File: src/verilog/wf_pkg.sv
// ****************************************************************
// Stream framer shared definitions
// ****************************************************************
`default_nettype none

package wf_pkg;

  // Blocks after the first block in one field
  localparam int unsigned WF_BLOCK_COUNT = 41;
  localparam int unsigned WF_CNT_W       = 6;
  localparam int unsigned WF_DATA_W      = 32;
  localparam logic [WF_CNT_W-1:0] WF_CNT_RST = 6'h00;
  localparam logic [WF_CNT_W-1:0] WF_CNT_ONE = 6'h01;

  // Token kinds carried beside each stream word
  typedef enum logic [3:0] {
    WF_FIELD_ONE_MARKER    = 4'h0,
    WF_FIELD_TWO_MARKER    = 4'h1,
    WF_BLOCK_DELIM_KIND_A  = 4'h2,
    WF_BLOCK_DELIM_KIND_B  = 4'h3,
    WF_BLOCK_DELIM_KIND_C  = 4'h4,
    WF_BLOCK_DELIM_KIND_D  = 4'h5,
    WF_ZERO_BLOCK_DELIM    = 4'h6,
    WF_SEQUENCE_END_MARKER = 4'h7,
    WF_TIMECODE            = 4'h8,
    WF_FIRST_BLOCK_HEADER  = 4'h9,
    WF_QUANT_STEP_VALUE    = 4'ha,
    WF_CODED_DATA          = 4'hb
  } wf_kind_t;

  // One stream word with its kind
  typedef struct packed {
    wf_kind_t               kind;
    logic [WF_DATA_W-1:0]   data;
  } wf_token_t;

  // Parser states, one-hot
  typedef enum logic [4:0] {
    WF_ST_FIELD = 5'h01,
    WF_ST_TCODE = 5'h02,
    WF_ST_HDR   = 5'h04,
    WF_ST_STEP  = 5'h08,
    WF_ST_DATA  = 5'h10
  } wf_state_t;

  localparam wf_token_t WF_TOKEN_RST = '{kind: WF_FIELD_ONE_MARKER, data: 32'h0000_0000};

endpackage : wf_pkg

`default_nettype wire

File: src/verilog/wf_bitstream_framer.sv
// Overview of operation
// - Encode puts the stream on the host side; decode takes it from the host.
// - Fields alternate field one then field two, frame after frame.
// - Field: marker, timecode, first block sequence, then complete block sequence.
// - First block has no delimiter: header, quant step, coded data.
// - Complete block sequence holds exactly 41 block sequences.
// - Block: one of five delimiters, quant step, then coded data.
// - Any delimiter may be the zero block delimiter for an all-zero block.
`timescale 1ns/1ps
`default_nettype none

module wf_bitstream_framer
  import wf_pkg::*;
(
  input  wire logic      clk_i,
  input  wire logic      rst_n_i,
  input  wire logic      decode_i,
  // Codec side: source in encode, sink in decode
  input  wire logic      cdc_valid_i,
  input  wire wf_token_t cdc_token_i,
  output logic           cdc_ready_o,
  output logic           cdc_valid_o,
  output wf_token_t      cdc_token_o,
  input  wire logic      cdc_ready_i,
  // Host side: sink in encode, source in decode
  input  wire logic      host_valid_i,
  input  wire wf_token_t host_token_i,
  output logic           host_ready_o,
  output logic           host_valid_o,
  output wf_token_t      host_token_o,
  input  wire logic      host_ready_i,
  // Status pulses
  output logic           seq_done_o,
  output logic           err_o
);

  // ****************************************************************
  // Structure check
  // ****************************************************************

  // Token allowed in the given parser position
  function automatic logic tok_legal(wf_state_t st, wf_kind_t k,
                                     logic [WF_CNT_W-1:0] cnt, logic two);
    logic done;
    done = (cnt == WF_CNT_W'(WF_BLOCK_COUNT));
    case (st)
      WF_ST_FIELD: tok_legal = two ? (k == WF_FIELD_ONE_MARKER)
                                   : (k == WF_FIELD_TWO_MARKER);
      WF_ST_TCODE: tok_legal = (k == WF_TIMECODE);
      WF_ST_HDR:   tok_legal = (k == WF_FIRST_BLOCK_HEADER);
      WF_ST_STEP:  tok_legal = (k == WF_QUANT_STEP_VALUE);
      WF_ST_DATA: begin
        case (k)
          WF_CODED_DATA: tok_legal = 1'b1;
          WF_BLOCK_DELIM_KIND_A, WF_BLOCK_DELIM_KIND_B,
          WF_BLOCK_DELIM_KIND_C, WF_BLOCK_DELIM_KIND_D,
          WF_ZERO_BLOCK_DELIM: tok_legal = !done;
          WF_FIELD_ONE_MARKER: tok_legal = done && two;
          WF_FIELD_TWO_MARKER: tok_legal = done && !two;
          WF_SEQUENCE_END_MARKER: tok_legal = done && two;
          default: tok_legal = 1'b0;
        endcase
      end
      default: tok_legal = 1'b0;
    endcase
  endfunction : tok_legal

  wf_state_t           state_ff, nxt_state;
  logic [WF_CNT_W-1:0] blk_cnt_ff, nxt_blk_cnt;
  logic                field_two_ff, nxt_field_two;
  logic                out_valid_ff, nxt_out_valid;
  wf_token_t           out_tok_ff, nxt_out_tok;
  logic                rdy_ff, nxt_rdy;
  logic                done_ff, nxt_done;
  logic                err_ff, nxt_err;

  logic      src_valid;
  wf_token_t src_tok;
  logic      dst_ready;
  logic      take;
  logic      legal;

  // Direction select: host feeds in decode, codec feeds in encode
  assign src_valid = decode_i ? host_valid_i : cdc_valid_i;
  assign src_tok   = decode_i ? host_token_i : cdc_token_i;
  assign dst_ready = decode_i ? cdc_ready_i  : host_ready_i;
  assign take      = src_valid && rdy_ff;
  assign legal     = tok_legal(state_ff, src_tok.kind, blk_cnt_ff, field_two_ff);

  // ****************************************************************
  // Parser and output stage
  // ****************************************************************

  // Next-state logic
  always_comb begin
    nxt_state     = state_ff;
    nxt_blk_cnt   = blk_cnt_ff;
    nxt_field_two = field_two_ff;
    nxt_out_valid = out_valid_ff && !dst_ready;
    nxt_out_tok   = out_tok_ff;
    nxt_done      = 1'b0;
    nxt_err       = 1'b0;
    if (take && !legal) begin
      nxt_err = decode_i;
    end else if (take) begin
      nxt_out_valid = 1'b1;
      nxt_out_tok   = src_tok;
      case (src_tok.kind)
        WF_FIELD_ONE_MARKER, WF_FIELD_TWO_MARKER: begin
          nxt_state     = WF_ST_TCODE;
          nxt_field_two = (src_tok.kind == WF_FIELD_TWO_MARKER);
          nxt_blk_cnt   = WF_CNT_RST;
        end
        WF_TIMECODE:           nxt_state = WF_ST_HDR;
        WF_FIRST_BLOCK_HEADER: nxt_state = WF_ST_STEP;
        WF_QUANT_STEP_VALUE:   nxt_state = WF_ST_DATA;
        WF_CODED_DATA:         nxt_state = WF_ST_DATA;
        WF_SEQUENCE_END_MARKER: begin
          nxt_state = WF_ST_FIELD;
          nxt_done  = 1'b1;
        end
        default: begin
          nxt_state   = WF_ST_STEP;
          nxt_blk_cnt = blk_cnt_ff + WF_CNT_ONE;
        end
      endcase
    end
    nxt_rdy = !nxt_out_valid;
  end

  // State registers
  always_ff @(posedge clk_i or negedge rst_n_i) begin
    if (!rst_n_i) begin
      state_ff     <= WF_ST_FIELD;
      blk_cnt_ff   <= WF_CNT_RST;
      field_two_ff <= 1'b1;  // Next field is field one
      out_valid_ff <= 1'b0;
      out_tok_ff   <= WF_TOKEN_RST;
      rdy_ff       <= 1'b0;
      done_ff      <= 1'b0;
      err_ff       <= 1'b0;
    end else begin
      state_ff     <= nxt_state;
      blk_cnt_ff   <= nxt_blk_cnt;
      field_two_ff <= nxt_field_two;
      out_valid_ff <= nxt_out_valid;
      out_tok_ff   <= nxt_out_tok;
      rdy_ff       <= nxt_rdy;
      done_ff      <= nxt_done;
      err_ff       <= nxt_err;
    end
  end

  // ****************************************************************
  // Port mapping
  // ****************************************************************

  // Direction-gated copies of the shared stage
  logic      cdc_rdy_ff, host_rdy_ff, cdc_vld_ff, host_vld_ff;
  wf_token_t cdc_tok_ff, host_tok_ff;
  logic      nxt_cdc_rdy, nxt_host_rdy, nxt_cdc_vld, nxt_host_vld;

  always_comb begin
    nxt_cdc_rdy  = nxt_rdy && !decode_i;
    nxt_host_rdy = nxt_rdy && decode_i;
    nxt_cdc_vld  = nxt_out_valid && decode_i;
    nxt_host_vld = nxt_out_valid && !decode_i;
  end

  always_ff @(posedge clk_i or negedge rst_n_i) begin
    if (!rst_n_i) begin
      cdc_rdy_ff  <= 1'b0;
      host_rdy_ff <= 1'b0;
      cdc_vld_ff  <= 1'b0;
      host_vld_ff <= 1'b0;
      cdc_tok_ff  <= WF_TOKEN_RST;
      host_tok_ff <= WF_TOKEN_RST;
    end else begin
      cdc_rdy_ff  <= nxt_cdc_rdy;
      host_rdy_ff <= nxt_host_rdy;
      cdc_vld_ff  <= nxt_cdc_vld;
      host_vld_ff <= nxt_host_vld;
      cdc_tok_ff  <= nxt_out_tok;
      host_tok_ff <= nxt_out_tok;
    end
  end

  assign cdc_ready_o  = cdc_rdy_ff;
  assign host_ready_o = host_rdy_ff;
  assign cdc_valid_o  = cdc_vld_ff;
  assign host_valid_o = host_vld_ff;
  assign cdc_token_o  = cdc_tok_ff;
  assign host_token_o = host_tok_ff;
  assign seq_done_o   = done_ff;
  assign err_o        = err_ff;
endmodule : wf_bitstream_framer

`default_nettype wire

File: config.mk
export PLATFORM = sky130hd
export DESIGN_NAME = wf_bitstream_framer
export DESIGN_NICKNAME = d
export VERILOG_FILES = /design/src/verilog/wf_pkg.sv /design/src/verilog/wf_bitstream_framer.sv
export SDC_FILE = /design/constraint.sdc
export NUM_CORES = 1
export LEC_CHECK = 0
export ABC_AREA = 1
export BUFFER_PORTS_ARGS = -buffer_cell sky130_fd_sc_hd__buf_2
export CAP_MARGIN = 20
export CORE_ASPECT_RATIO = 0.9
export CORE_MARGIN = 5
export CORE_UTILIZATION = 48
export CTS_BUF_LIST = sky130_fd_sc_hd__clkbuf_4
export DETAILED_ROUTE_END_ITERATION = 10
export PLACE_DENSITY = 0.83
export SKIP_LAST_GASP = 1
export SYNTH_ARGS = -nofsm -noshare
export SYNTH_HDL_FRONTEND = slang
export SYNTH_SLANG_ARGS = --single-unit
File: constraint.sdc
create_clock -name clk_i -period 2.3 [get_ports clk_i]
set_clock_uncertainty 0.1 [all_clocks]
set_input_delay 0 -clock clk_i [delete_from_list [all_inputs] [get_ports clk_i]]
set_output_delay 0 -clock clk_i [all_outputs]
set_load 0.005 [all_outputs]
### Yosys cells after proc, flatten, opt, wreduce, memory -nomap -nowiden

Cells that the tools add are included.

| operators by class | value |
|---|---|
| add/subtract/negate cells | 1 |
| reduce and logical (&&, ||, !) cells | 24 |
| eq/ne operators | 17 |
| bitwise operators | 2 |
| multiplexer cells | 14 |

Operators by type and width:

| cell | count |
|---|---|
| two-way mux 36 bit | 1 |
| one-hot mux 5 bit (4 select lines) | 1 |
| equality test 4 x 3 -> 1 bit, second input constant | 4 |
| equality test 4 bit, second input constant | 4 |
| one-hot mux 6 bit (2 select lines) | 1 |
| OR reduction 5 bit | 2 |
| logical AND 1 bit | 9 |
| two-way mux 1 bit | 9 |
| equality test 4 x 2 -> 1 bit, second input constant | 2 |
| adder 6 x 1 -> 6 bit, second input constant | 1 |
| equality test 6 bit, second input constant | 1 |
| logical NOT 1 bit | 6 |
| AND reduction 3 bit | 2 |
| OR reduction 2 bit | 3 |
| equality test 5 x 1 -> 1 bit, second input constant | 1 |
| equality test 5 x 2 -> 1 bit, second input constant | 1 |
| equality test 5 x 3 -> 1 bit, second input constant | 1 |
| equality test 5 x 4 -> 1 bit, second input constant | 1 |
| equality test 5 bit, second input constant | 1 |
| one-hot mux 1 bit (5 select lines) | 1 |
| equality test 4 x 1 -> 1 bit, second input constant | 1 |
| logical NOT 4 bit | 1 |
| one-hot mux 1 bit (4 select lines) | 1 |
| NOT 1 bit | 2 |
| AND reduction 2 bit | 1 |

| storage, ports and cells | value |
|---|---|
| register bits after elaboration | 56 |
| input bits | 79 |
| output and inout bits | 78 |
| logic and storage cells | 71 |

### Depth between registers and ports, before layout

Gate-level depths: netlist of the first run.

| depth | value |
|---|---|
| depth after elaboration | 10 |
| depth in mapped cells | 19 |
| depth with buffers taken out | 15 |

### Worst setup path after synthesis of the first run

No wires, ideal clock.

| path | value |
|---|---|
| path kind | flip-flop to flip-flop |
| from | register state_ff[0] |
| to | register host_tok_ff, in the netlist host_token_o[12] |
| stages on the path, launching flop included | 12 |
| buffers on the path | 2 |
| setup slack | 0.511 ns |
| library setup time | 0.133 ns |
| period minus slack after synthesis | 1.789 ns |
| data required time | 2.067 ns |
| arrival time | 1.556 ns |
| path through | dfstp_2 inv_1 nor3_1 nand2_1 a211oi_1 nor2_1 nand2_1 nand2_2 buf_6 buf_6 nand2_1 o21ai_0 |

| between the ends | value |
|---|---|
| word-level cells in the longest chain between the ends | 6 |
| elaborated cells on any way between the ends | 10 |
| classes of those cells | eq/ne: 5; mux: 1; bitwise: 1; reduce/logical: 3 |

Ends and longest elaborated chain:

| item | RTL line | RTL |
|---|---|---|
| start, declared | wf_bitstream_framer.sv:68 | `wf_state_t state_ff, nxt_state;` |
| start signal, assigned | wf_bitstream_framer.sv:143 | `state_ff <= nxt_state;` |
| equality test 5 bit (tied with other cells) | wf_bitstream_framer.sv:46 | `case (st)` |
| one-hot mux 1 bit (5 select lines) (*) | wf_bitstream_framer.sv:46 |  |
| logical NOT 1 bit (*) | wf_bitstream_framer.sv:103 | `if (take && !legal) begin` |
| logical AND 1 bit (*) | wf_bitstream_framer.sv:103 |  |
| NOT 1 bit (no line) (*) | -- |  |
| AND reduction 2 bit (no line) (*) | -- |  |
| end signal, assigned | wf_bitstream_framer.sv:184 | `host_tok_ff <= nxt_out_tok;` |
| end, declared | wf_bitstream_framer.sv:160 | `wf_token_t cdc_tok_ff, host_tok_ff;` |

Mark *: on every way between the ends. The rest lies on a longest branch, timed or not.
A chain may end at the register's enable or synchronous reset.

### Worst setup path in the final report of the first run

| path | value |
|---|---|
| from | input decode_i |
| to | register host_tok_ff, in the netlist host_token_o[12] |

| between the ends | value |
|---|---|
| word-level cells in the longest chain between the ends | 9 |
| elaborated cells on any way between the ends | 24 |
| classes of those cells | eq/ne: 11; mux: 5; bitwise: 1; reduce/logical: 7 |

Ends and longest elaborated chain:

| item | RTL line | RTL |
|---|---|---|
| start, declared | wf_bitstream_framer.sv:17 | `input wire logic decode_i,` |
| two-way mux 36 bit | wf_bitstream_framer.sv:85 | `assign src_tok = decode_i ? host_token_i : cdc_token_i;` |
| equality test 4 x 2 -> 1 bit (tied with other cells) | wf_bitstream_framer.sv:53 | `case (k)` |
| OR reduction 5 bit or OR reduction 2 bit (tied branches) | -- |  |
| one-hot mux 1 bit (4 select lines) | wf_bitstream_framer.sv:53 |  |
| one-hot mux 1 bit (5 select lines) | wf_bitstream_framer.sv:46 |  |
| logical NOT 1 bit | wf_bitstream_framer.sv:103 |  |
| logical AND 1 bit | wf_bitstream_framer.sv:103 |  |
| NOT 1 bit (no line) | -- |  |
| AND reduction 2 bit (no line) | -- |  |

Several ways; a longest one is shown, not always the timed one.

==> results.py, run 1 <==
metrics = {
    "min_path": {
        "hold_depth": 5,
        "hp-class": "input port to flip-flop",
        "hp-start": "host_token_i[35]",
        "worstHoldEndpoint": "host_token_o[35]",
    },
    "clock_network": {
        "cts.htree.levels": 2,
        "numClockSinks": 56,
        "cts_made_buffers": 5,
        "clockRootBuffer": "clkbuf_4",
        "clk_pin_slew_ps": 160,
        "clk_latency_ps": 380,
        "cts_tree": "done",
        "cts_buffer_depth": 2,
    },
    "finish": {
        "layout_commonest_cell": "buf_2",
        "final_nets": 643,
        "fin_cells": 652,
        "area_growth_pct": 47.2,
        "final_cell_mix": "155 x buf_2, 90 x nand2_1, 79 x dlygate4sd3_1",
        "ff_latch_area_um2": 1400,
        "utilization": 0.718,
        "stdcell_area_um2": 4650,
        "largest_reg_flops": 36,
        "multi_input_area_um2": 1290,
        "drive_gt1_frac": 0.343,
        "nFillCells": 474,
        "antenna_cells": 0,
    },
    "critical_path": {
        "end_kind": "flip-flop",
        "worst_path_most_repeated_cell": "nand2_1",
        "r2r_start": "state_ff[0]",
        "critPathBufInv": 4,
        "critPathRequiredTime_ps": 2490,
        "slowest_stage": "dlygate4sd3_1",
        "timing.rr.end": "host_token_o[1]",
        "worstSetupStartpointType": "input port",
        "cp.arrival_ps": 2370,
        "r2r_setup_slack_ps": 300,
        "critPathKind": "input port to flip-flop",
        "path_cells": "dlygate4sd3_1 > clkbuf_4 > inv_2 > nand2_1 > nand2_2 > nor2_1 > nand2_1 > nand2_1 > nand2_1 > nand2_1 > nand2_1 > nand3_1 > nand2_1 > nand2_2 > nand2_2 > buf_12 > nand2_1 > o21ai_0",
        "path_delay_family": "buffers and inverters",
        "ff2ff_path_depth": 10,
        "cpPeakStageDelay_ps": 540,
        "critPathMaxFanout": 50,
    },
    "sta": {
        "fin_crit_ps": 2180,
        "fin_crit_sh": 0.946,
        "tns_ps": 0,
        "slew_headroom": 0.495,
        "setup_violations": 0,
        "worst_pin_slew_ps": 756,
        "hold_viol_final": 0,
        "maxSlewViolCount": 0,
        "fmax_mhz": 459,
    },
    "logic_synthesis": {
        "synth-warning-count": 0,
        "synthCells": 365,
        "ys_seq_elements": 56,
        "synth_top_area_cell": "dfrtp_1",
        "ys_types": 27,
        "syn-num-nets": 446,
        "synth_area_um2": 3160,
        "synthTopCellsByArea": "dfrtp_1 43%, nand2_1 11%, mux2i_1 10%, buf_4 9.0%, o21ai_1 3.8%",
        "yosysTopAreaCellShare": 0.428,
        "yosysSeqAreaShare": 0.444,
        "avgSynthCellArea_um2": 8.66,
    },
    "power": {
        "power_density_nw_per_um2": 428,
        "p_leak_nw": 2.61,
        "ir_drop_mv": 0.323,
    },
    "run": {
        "drv.max_cap_violation_count": 0,
    },
    "floorplan": {
        "ios": 157,
        "dieArea_um2": 8310,
        "core-area_um2": 6480,
        "die_height_um": 87.0,
        "dieWidth_um": 95.5,
        "initial_core_util": 0.487,
        "rows": 28,
    },
    "grt": {
        "grt_pass1_wl_um": 14800,
        "grt.total_usage": 0.230,
        "grt_pass1_vias": 3061,
        "grt-ovfl-total": 0,
        "grt_max_degree": 51,
        "antenna_found_initial": 0,
    },
    "route": {
        "viasPerCell": 4.88,
        "wirelength_um": 9650,
        "drc": 0,
        "wl_met3_um": 597,
        "wl_met2_um": 5110,
        "drt-initial-drc-count": 127,
        "vias": 3183,
        "met1_length_um": 3680,
        "wl_per_cell_um": 14.8,
        "ant_nets": 0,
        "first_pass_iters": 4,
        "routed.top_layer": "met4",
    },
    "place": {
        "hpwl_um": 6010,
        "placed_area_um2": 3710,
        "dp_cells": 566,
        "gp_congestion": 0.902,
        "port_buffers": 156,
    },
    "run_status": {
        "status": "finished, final reports clean",
    },
}
-- timing repair --
action / 4_1_cts / 5_1_grt
hold buffers: 78 / 1
hold endpoints to repair: 100 / 1
endpoints found under the setup margin: 0 / 50
buffers inserted: 0 / 0
resized for setup: 0 / 14
-- cell usage after synthesis (all sizes together) --
cell / n
nand2: 100
dfrtp: 54
buf: 46
o21ai: 44
mux2i: 32
inv: 25
nor2: 14
nand3: 10
nand4: 10
nor3: 7
clkbuf: 6
a21oi: 5
or2: 3
dfstp: 2
ha: 2
xor2: 2
a211oi: 1
nor4: 1
xnor2: 1
-- report_power, final --
part / switching (mW) / leakage [nW] / internal (mW) / total (mW)
registers: 0.00144 / 0.764 / 0.988 / 0.989
logic: 0.158 / 1.79 / 0.207 / 0.366
clock network: 0.302 / 0.0513 / 0.333 / 0.635
total: 0.462 / 2.61 / 1.53 / 1.99
-- how the worst max path moves through the flow --
stage	startpoint	to	depth (start not counted)
finish	decode_i	host_token_o[12]	18
CTS	decode_i	host_token_o[19]	17
floorplan	state_ff[0]	host_token_o[12]	11
global placement	decode_i	host_token_o[5]	14
global route	decode_i	host_token_o[19]	18
detailed placement	decode_i	host_token_o[19]	16
-- per-stage QoR --
step           total power [mW]  setup slack [ps]  hold slack (ps)
6_report                   1.99               123             58.8
3_5_place_dp               1.23               146             -121
4_1_cts                    1.99              24.3             4.46
2_1_floorplan              1.12               511             -396
3_3_place_gp               1.23               218             -134
5_1_grt                    2.10             -37.2             61.5
-- worst reg2reg max path, stage by stage (launching register included) --
cell,delay [ps]
dfstp_2,570
inv_1,50
nor3_1,180
nand2_1,90
a211oi_2,190
nor2_1,80
nand2_2,110
nand2_2,120
buf_12,210
nand2_1,90
o21ai_0,90
-- area by class of cell --
type | count | area share
clock inverter | 2 | 0.0129
tap | 90 | 0.0242
clock buffer | 5 | 0.00807
inverter | 25 | 0.0202
sequential | 56 | 0.302
timing repair buffer | 242 | 0.355
multi-input combinational | 232 | 0.278
-- layer usage --
metal	vias to the layer above	track usage
met5	-	0
met4	0	0.0904
met3	23	0.0337
met2	131	0.429
met1	1480	0.263
li1	1549	-
-- cells by family (layout without fill, tap and decap cells) --
| family | after synthesis | count (layout) | synth area share |
|---|---|---|---|
| AOI/OAI and AO/OA | 50 | 50 | 0.0800 |
| xor gates and xnor gates | 3 | 3 | 0.00832 |
| adders and majority gates | 2 | 2 | 0.00792 |
| buffers and inverters | 77 | 274 | 0.154 |
| DFF | 56 | 56 | 0.444 |
| muxes | 32 | 32 | 0.101 |
| and+or+nand+nor | 145 | 145 | 0.204 |
No activity file was read; power rests on OpenSTA's default activity.
==> run 2: changes to the inputs <==
GPL_TIMING_DRIVEN = 0   (was not set)
==> results.py, run 2 (synthesized netlist as in run 1, its figures left out) <==
metrics = {
    "sta": {
        "worst_pin_slew_ps": 783,
        "fin_crit_sh": 0.895,
        "maxSlewViolCount": 0,
        "slew_headroom": 0.478,
        "rsz0062_at_grt": "no",
        "whs_ps": -28.1,
        "fmax_mhz": 486,
        "tns_ps": 0,
        "fin_crit_ps": 2060,
        "hold_viol_final": 1,
        "setup_violations": 0,
    },
    "floorplan": {
        "core-area_um2": 6480,
        "die_height_um": 87.0,
        "initial_core_util": 0.487,
        "ios": 157,
        "dieWidth_um": 95.5,
        "dieArea_um2": 8310,
        "rows": 28,
    },
    "place": {
        "placed_area_um2": 4070,
        "hpwl_um": 6840,
        "port_buffers": 155,
        "dp_cells": 611,
        "gp_congestion": 0.848,
    },
    "clock_network": {
        "cts_buffer_depth": 2,
        "numClockSinks": 56,
        "cts_setup_buffers": 0,
        "cts_tree": "done",
        "clk_pin_slew_ps": 170,
        "cts_made_buffers": 5,
        "clockRootBuffer": "clkbuf_4",
        "clk_latency_ps": 390,
        "cts.htree.levels": 2,
    },
    "grt": {
        "grt-ovfl-total": 0,
        "antenna_found_initial": 0,
        "grt.total_usage": 0.269,
        "grt_pass1_wl_um": 17300,
        "grt_pass1_vias": 3587,
        "use_met3": 0.0406,
        "use_met2": 0.509,
        "busiest_layer": "met2",
        "met1_usage": 0.295,
        "grt_max_degree": 32,
    },
    "finish": {
        "final_cell_mix": "156 x buf_2, 90 x nand2_1, 78 x dlygate4sd3_1",
        "largest_reg_flops": 36,
        "final_nets": 688,
        "drive_gt1_frac": 0.385,
        "nFillCells": 407,
        "stdcell_area_um2": 4930,
        "layout_commonest_cell": "buf_2",
        "fin_cells": 698,
        "antenna_cells": 0,
        "utilization": 0.761,
        "area_growth_pct": 56.1,
    },
    "run_status": {
        "violations": "hold timing",
        "status": "complete, but fails checks",
    },
    "route": {
        "wirelength_um": 11000,
        "first_pass_iters": 5,
        "vias": 3559,
        "viasPerCell": 5.10,
        "ant_nets": 0,
        "drc": 0,
        "drt-initial-drc-count": 219,
        "wl_per_cell_um": 15.8,
    },
    "critical_path": {
        "cp.arrival_ps": 2230,
        "worstSetupStartpointType": "input port",
        "worst_path_most_repeated_cell": "nand2_1",
        "cpPeakStageDelay_ps": 550,
        "critPathKind": "input port to flip-flop",
        "slowest_stage": "dlygate4sd3_1",
        "critPathRequiredTime_ps": 2470,
        "critPathMaxFanout": 10,
        "end_kind": "flip-flop",
        "path_cells": "buf_4 > dlygate4sd3_1 > nand2_1 > nand2_2 > nor2_2 > nand2_2 > nand2_1 > nand2_1 > nand2_1 > nand2_1 > nand3_1 > nand2_1 > nand2_1 > nand2_2 > buf_6 > buf_6 > nand2_1 > o21ai_0",
    },
    "run": {
        "drv.max_cap_violation_count": 0,
    },
    "power": {
        "power_density_nw_per_um2": 370,
        "p_leak_nw": 2.82,
        "ir_drop_mv": 0.344,
    },
    "min_path": {
        "hp-class": "input port to flip-flop",
    },
}
[run 2: layout make-up]
type	instances	area, µm²	area share
Clock inverter	2	13.8	0.00279
Timing Repair Buffer	235	1590	0.322
Multi-Input combinational cell	232	1280	0.259
Clock buffer	6	45.0	0.00913
Sequential cell	56	1400	0.285
Buffer	52	395	0.0802
Tap cell	90	113	0.0228
Inverter	25	93.8	0.0190
[run 2: worst max-delay path, delay by kind of cell]
family                 cells  cell delay, ps
buffers and inverters      4            1000
and+or+nand+nor           13            1120
AOI/OAI and AO/OA          1             100
[run 2: path summary, 6_finish.rpt]
kind / slack [ps] / from / depth (start not counted) / endpoint
min: -30 / cdc_token_i[33] / 5 / host_token_o[33]
max: 240 / decode_i / 18 / host_token_o[8]
min reg2reg: 410 / field_two_ff / 2 / field_two_ff
max reg2reg: 260 / state_ff[0] / 11 / host_token_o[8]
max in group asynchronous: 1400 / rst_n_i / 3 / field_two_ff
min in group asynchronous: 30 / rst_n_i / 2 / state_ff[2]
[run 2: where the power goes]
| part | switching (mW) | total (mW) | leakage, nW | internal [mW] |
|---|---|---|---|---|
| registers | 0.00129 | 0.990 | 0.764 | 0.988 |
| logic | 0.165 | 0.374 | 2.02 | 0.209 |
| clock network | 0.325 | 0.460 | 0.0360 | 0.135 |
[run 2: routing by layer]
metal  vias up  wire length, µm
met4         0              408
li1       1643                -
met1      1689             3980
met2       183             5820
met5         -                0
met3        44              824
[run 2: repair_timing]
item,in CTS,in global routing
setup endpoints to repair,0,55
endpoints found under the hold margin,100,0
hold buffers,79,0
gates resized for setup,0,10
[run 2: metrics by stage]
step	setup slack, ps	power, mW
5_1_grt	29.9	1.89
3_3_place_gp	348	1.23
2_1_floorplan	511	1.12
3_5_place_dp	242	1.24
4_1_cts	65.5	1.81
6_report	242	1.82
==> run 3: changes to the inputs <==
CELL_PAD_IN_SITES_DETAIL_PLACEMENT = 1   (was not set)
CELL_PAD_IN_SITES_GLOBAL_PLACEMENT = 2   (was not set)
CORE_UTILIZATION = 26   (was 48)
PLACE_DENSITY = not set   (was 0.83)
PLACE_DENSITY_LB_ADDON = 0.1   (was not set)
==> results.py, run 3 (synthesized netlist as in run 1, its figures left out) <==
metrics = {
    "run_status": {
        "status": "finished, final reports clean",
    },
    "clock_network": {
        "clk_pin_slew_ps": 190,
        "cts_setup_buffers": 0,
        "numClockSinks": 56,
        "cts_tree": "done",
        "cts_made_buffers": 5,
        "cts.htree.levels": 2,
        "cts_buffer_depth": 2,
        "clk_latency_ps": 390,
        "clockRootBuffer": "clkbuf_4",
    },
    "critical_path": {
        "cp.arrival_ps": 2170,
        "critPathBufInv": 3,
        "r2r_start": "state_ff[0]",
        "end_kind": "flip-flop",
        "critPathRequiredTime_ps": 2460,
        "path_cells": "inv_1 > nor3_1 > nand2_1 > a211oi_1 > nor2_1 > nand2_1 > nand2_2 > buf_6 > buf_6 > nand2_1 > o21ai_0",
        "timing.rr.end": "host_token_o[25]",
        "critPathMaxFanout": 10,
        "cpPeakStageDelay_ps": 590,
        "r2r_setup_slack_ps": 290,
        "critPathKind": "flip-flop to flip-flop",
        "path_delay_family": "flip-flops",
        "slowest_stage": "dfstp_2",
        "ff2ff_path_depth": 11,
        "worstSetupStartpointType": "flip-flop",
        "worst_path_most_repeated_cell": "nand2_1",
    },
    "finish": {
        "nFillCells": 1507,
        "drive_gt1_frac": 0.379,
        "ff_latch_area_um2": 1400,
        "utilization": 0.419,
        "largest_reg_flops": 36,
        "layout_commonest_cell": "buf_2",
        "final_cell_mix": "156 x buf_2, 92 x nand2_1, 80 x dlygate4sd3_1",
        "antenna_cells": 0,
        "area_growth_pct": 58.9,
        "stdcell_area_um2": 5020,
        "multi_input_area_um2": 1270,
        "final_nets": 689,
    },
    "floorplan": {
        "dieWidth_um": 126,
        "ios": 157,
        "rows": 38,
        "die_height_um": 115,
        "initial_core_util": 0.264,
        "dieArea_um2": 14500,
        "core-area_um2": 12000,
    },
    "power": {
        "power.share.clock": 0.253,
        "p_comb_frac": 0.201,
        "p_leak_nw": 2.82,
        "swShare": 0.274,
        "p_int_mw": 1.32,
        "power_density_nw_per_um2": 361,
        "p_total_mw": 1.81,
        "p_seq_frac": 0.546,
        "power_switching_uw": 497,
        "ir_drop_mv": 0.255,
    },
    "route": {
        "viasPerCell": 4.27,
        "vias": 3283,
        "wirelength_um": 10500,
        "drc": 0,
        "first_pass_iters": 4,
        "wl_per_cell_um": 13.7,
        "ant_nets": 0,
        "drt-initial-drc-count": 78,
    },
    "sta": {
        "worst_pin_slew_ps": 774,
        "maxSlewViolCount": 0,
        "setup_violations": 0,
        "rsz0062_at_grt": "no",
        "fin_crit_ps": 2010,
        "hold_viol_final": 0,
        "slew_headroom": 0.484,
        "fin_crit_sh": 0.874,
        "fmax_mhz": 498,
        "tns_ps": 0,
    },
    "place": {
        "port_buffers": 155,
        "placed_area_um2": 4160,
        "gp_congestion": 0.771,
        "hpwl_um": 7740,
    },
    "grt": {
        "grt_pass1_vias": 3639,
        "grt-ovfl-total": 0,
        "grt_pass1_wl_um": 17800,
        "grt.total_usage": 0.149,
        "antenna_found_initial": 0,
        "grt_max_degree": 37,
    },
    "min_path": {
        "hp-class": "input port to flip-flop",
        "worstHoldEndpoint": "state_ff[4]",
        "hp-start": "cdc_token_i[33]",
        "hold_depth": 5,
    },
    "run": {
        "drv.max_cap_violation_count": 0,
    },
}
==> run 3: cell type report <==
type                    count  share of cell area
plain buffers              52              0.0788
clock buffers               5             0.00748
clock inverters             3             0.00349
inverters                  25              0.0187
multi-input cells         232               0.254
flip-flops and latches     56               0.280
well taps                 160              0.0399
repair buffers            236               0.318
==> run 3: worst max path at each step <==
stage	from	end	slack (ps)	cells after the start
6_report	state_ff[0]	host_token_o[25]	290	11
4_1_cts	decode_i	host_token_o[25]	10	17
3_5_place_dp	decode_i	host_token_o[25]	200	16
3_3_place_gp	decode_i	blk_cnt_ff[1]	200	15
5_1_grt	state_ff[0]	host_token_o[34]	30	11
2_1_floorplan	state_ff[0]	host_token_o[12]	510	11
==> run 3: repair_timing <==
item                                    in CTS  in global routing
hold buffers                                80                  1
gates resized for setup                      0                  7
hold endpoints to repair                    99                  3
endpoints found under the setup margin       0                 54
==> run 3: metal layers <==
layer,vias to the layer above,track usage,wire (µm)
met4,0,0.0272,68
met1,1536,0.197,4810
li1,1643,-,-
met2,97,0.255,4950
met5,-,0,0
met3,7,0.0331,702
==> run 3: metrics by stage <==
stage               hold WS (ps)  instances  setup WS [ps]
finish                      29.4        769            291
global route                69.5        769           30.1
CTS                         14.2        769           12.8
detailed placement         -75.0        681            198
global placement             187        680            198
floorplan                   -396        365            511
==> run 3: worst register-to-register path, delay by kind of cell (launching register included) <==
kind | cells | cell delay [ps]
AOI/OAI and AO/OA | 2 | 280
and+or+nand+nor | 6 | 530
DFF | 1 | 590
buffers and inverters | 3 | 380
==> run 3: power groups by stage <==
stage | Clock [mW] | Sequential (mW) | Combinational [mW]
4_1_cts | 0.483 | 0.989 | 0.368
3_3_place_gp | 0 | 1.01 | 0.235
6_report | 0.460 | 0.989 | 0.365
3_5_place_dp | 0 | 1.01 | 0.241
5_1_grt | 0.521 | 0.990 | 0.407
2_1_floorplan | 0 | 1.01 | 0.113
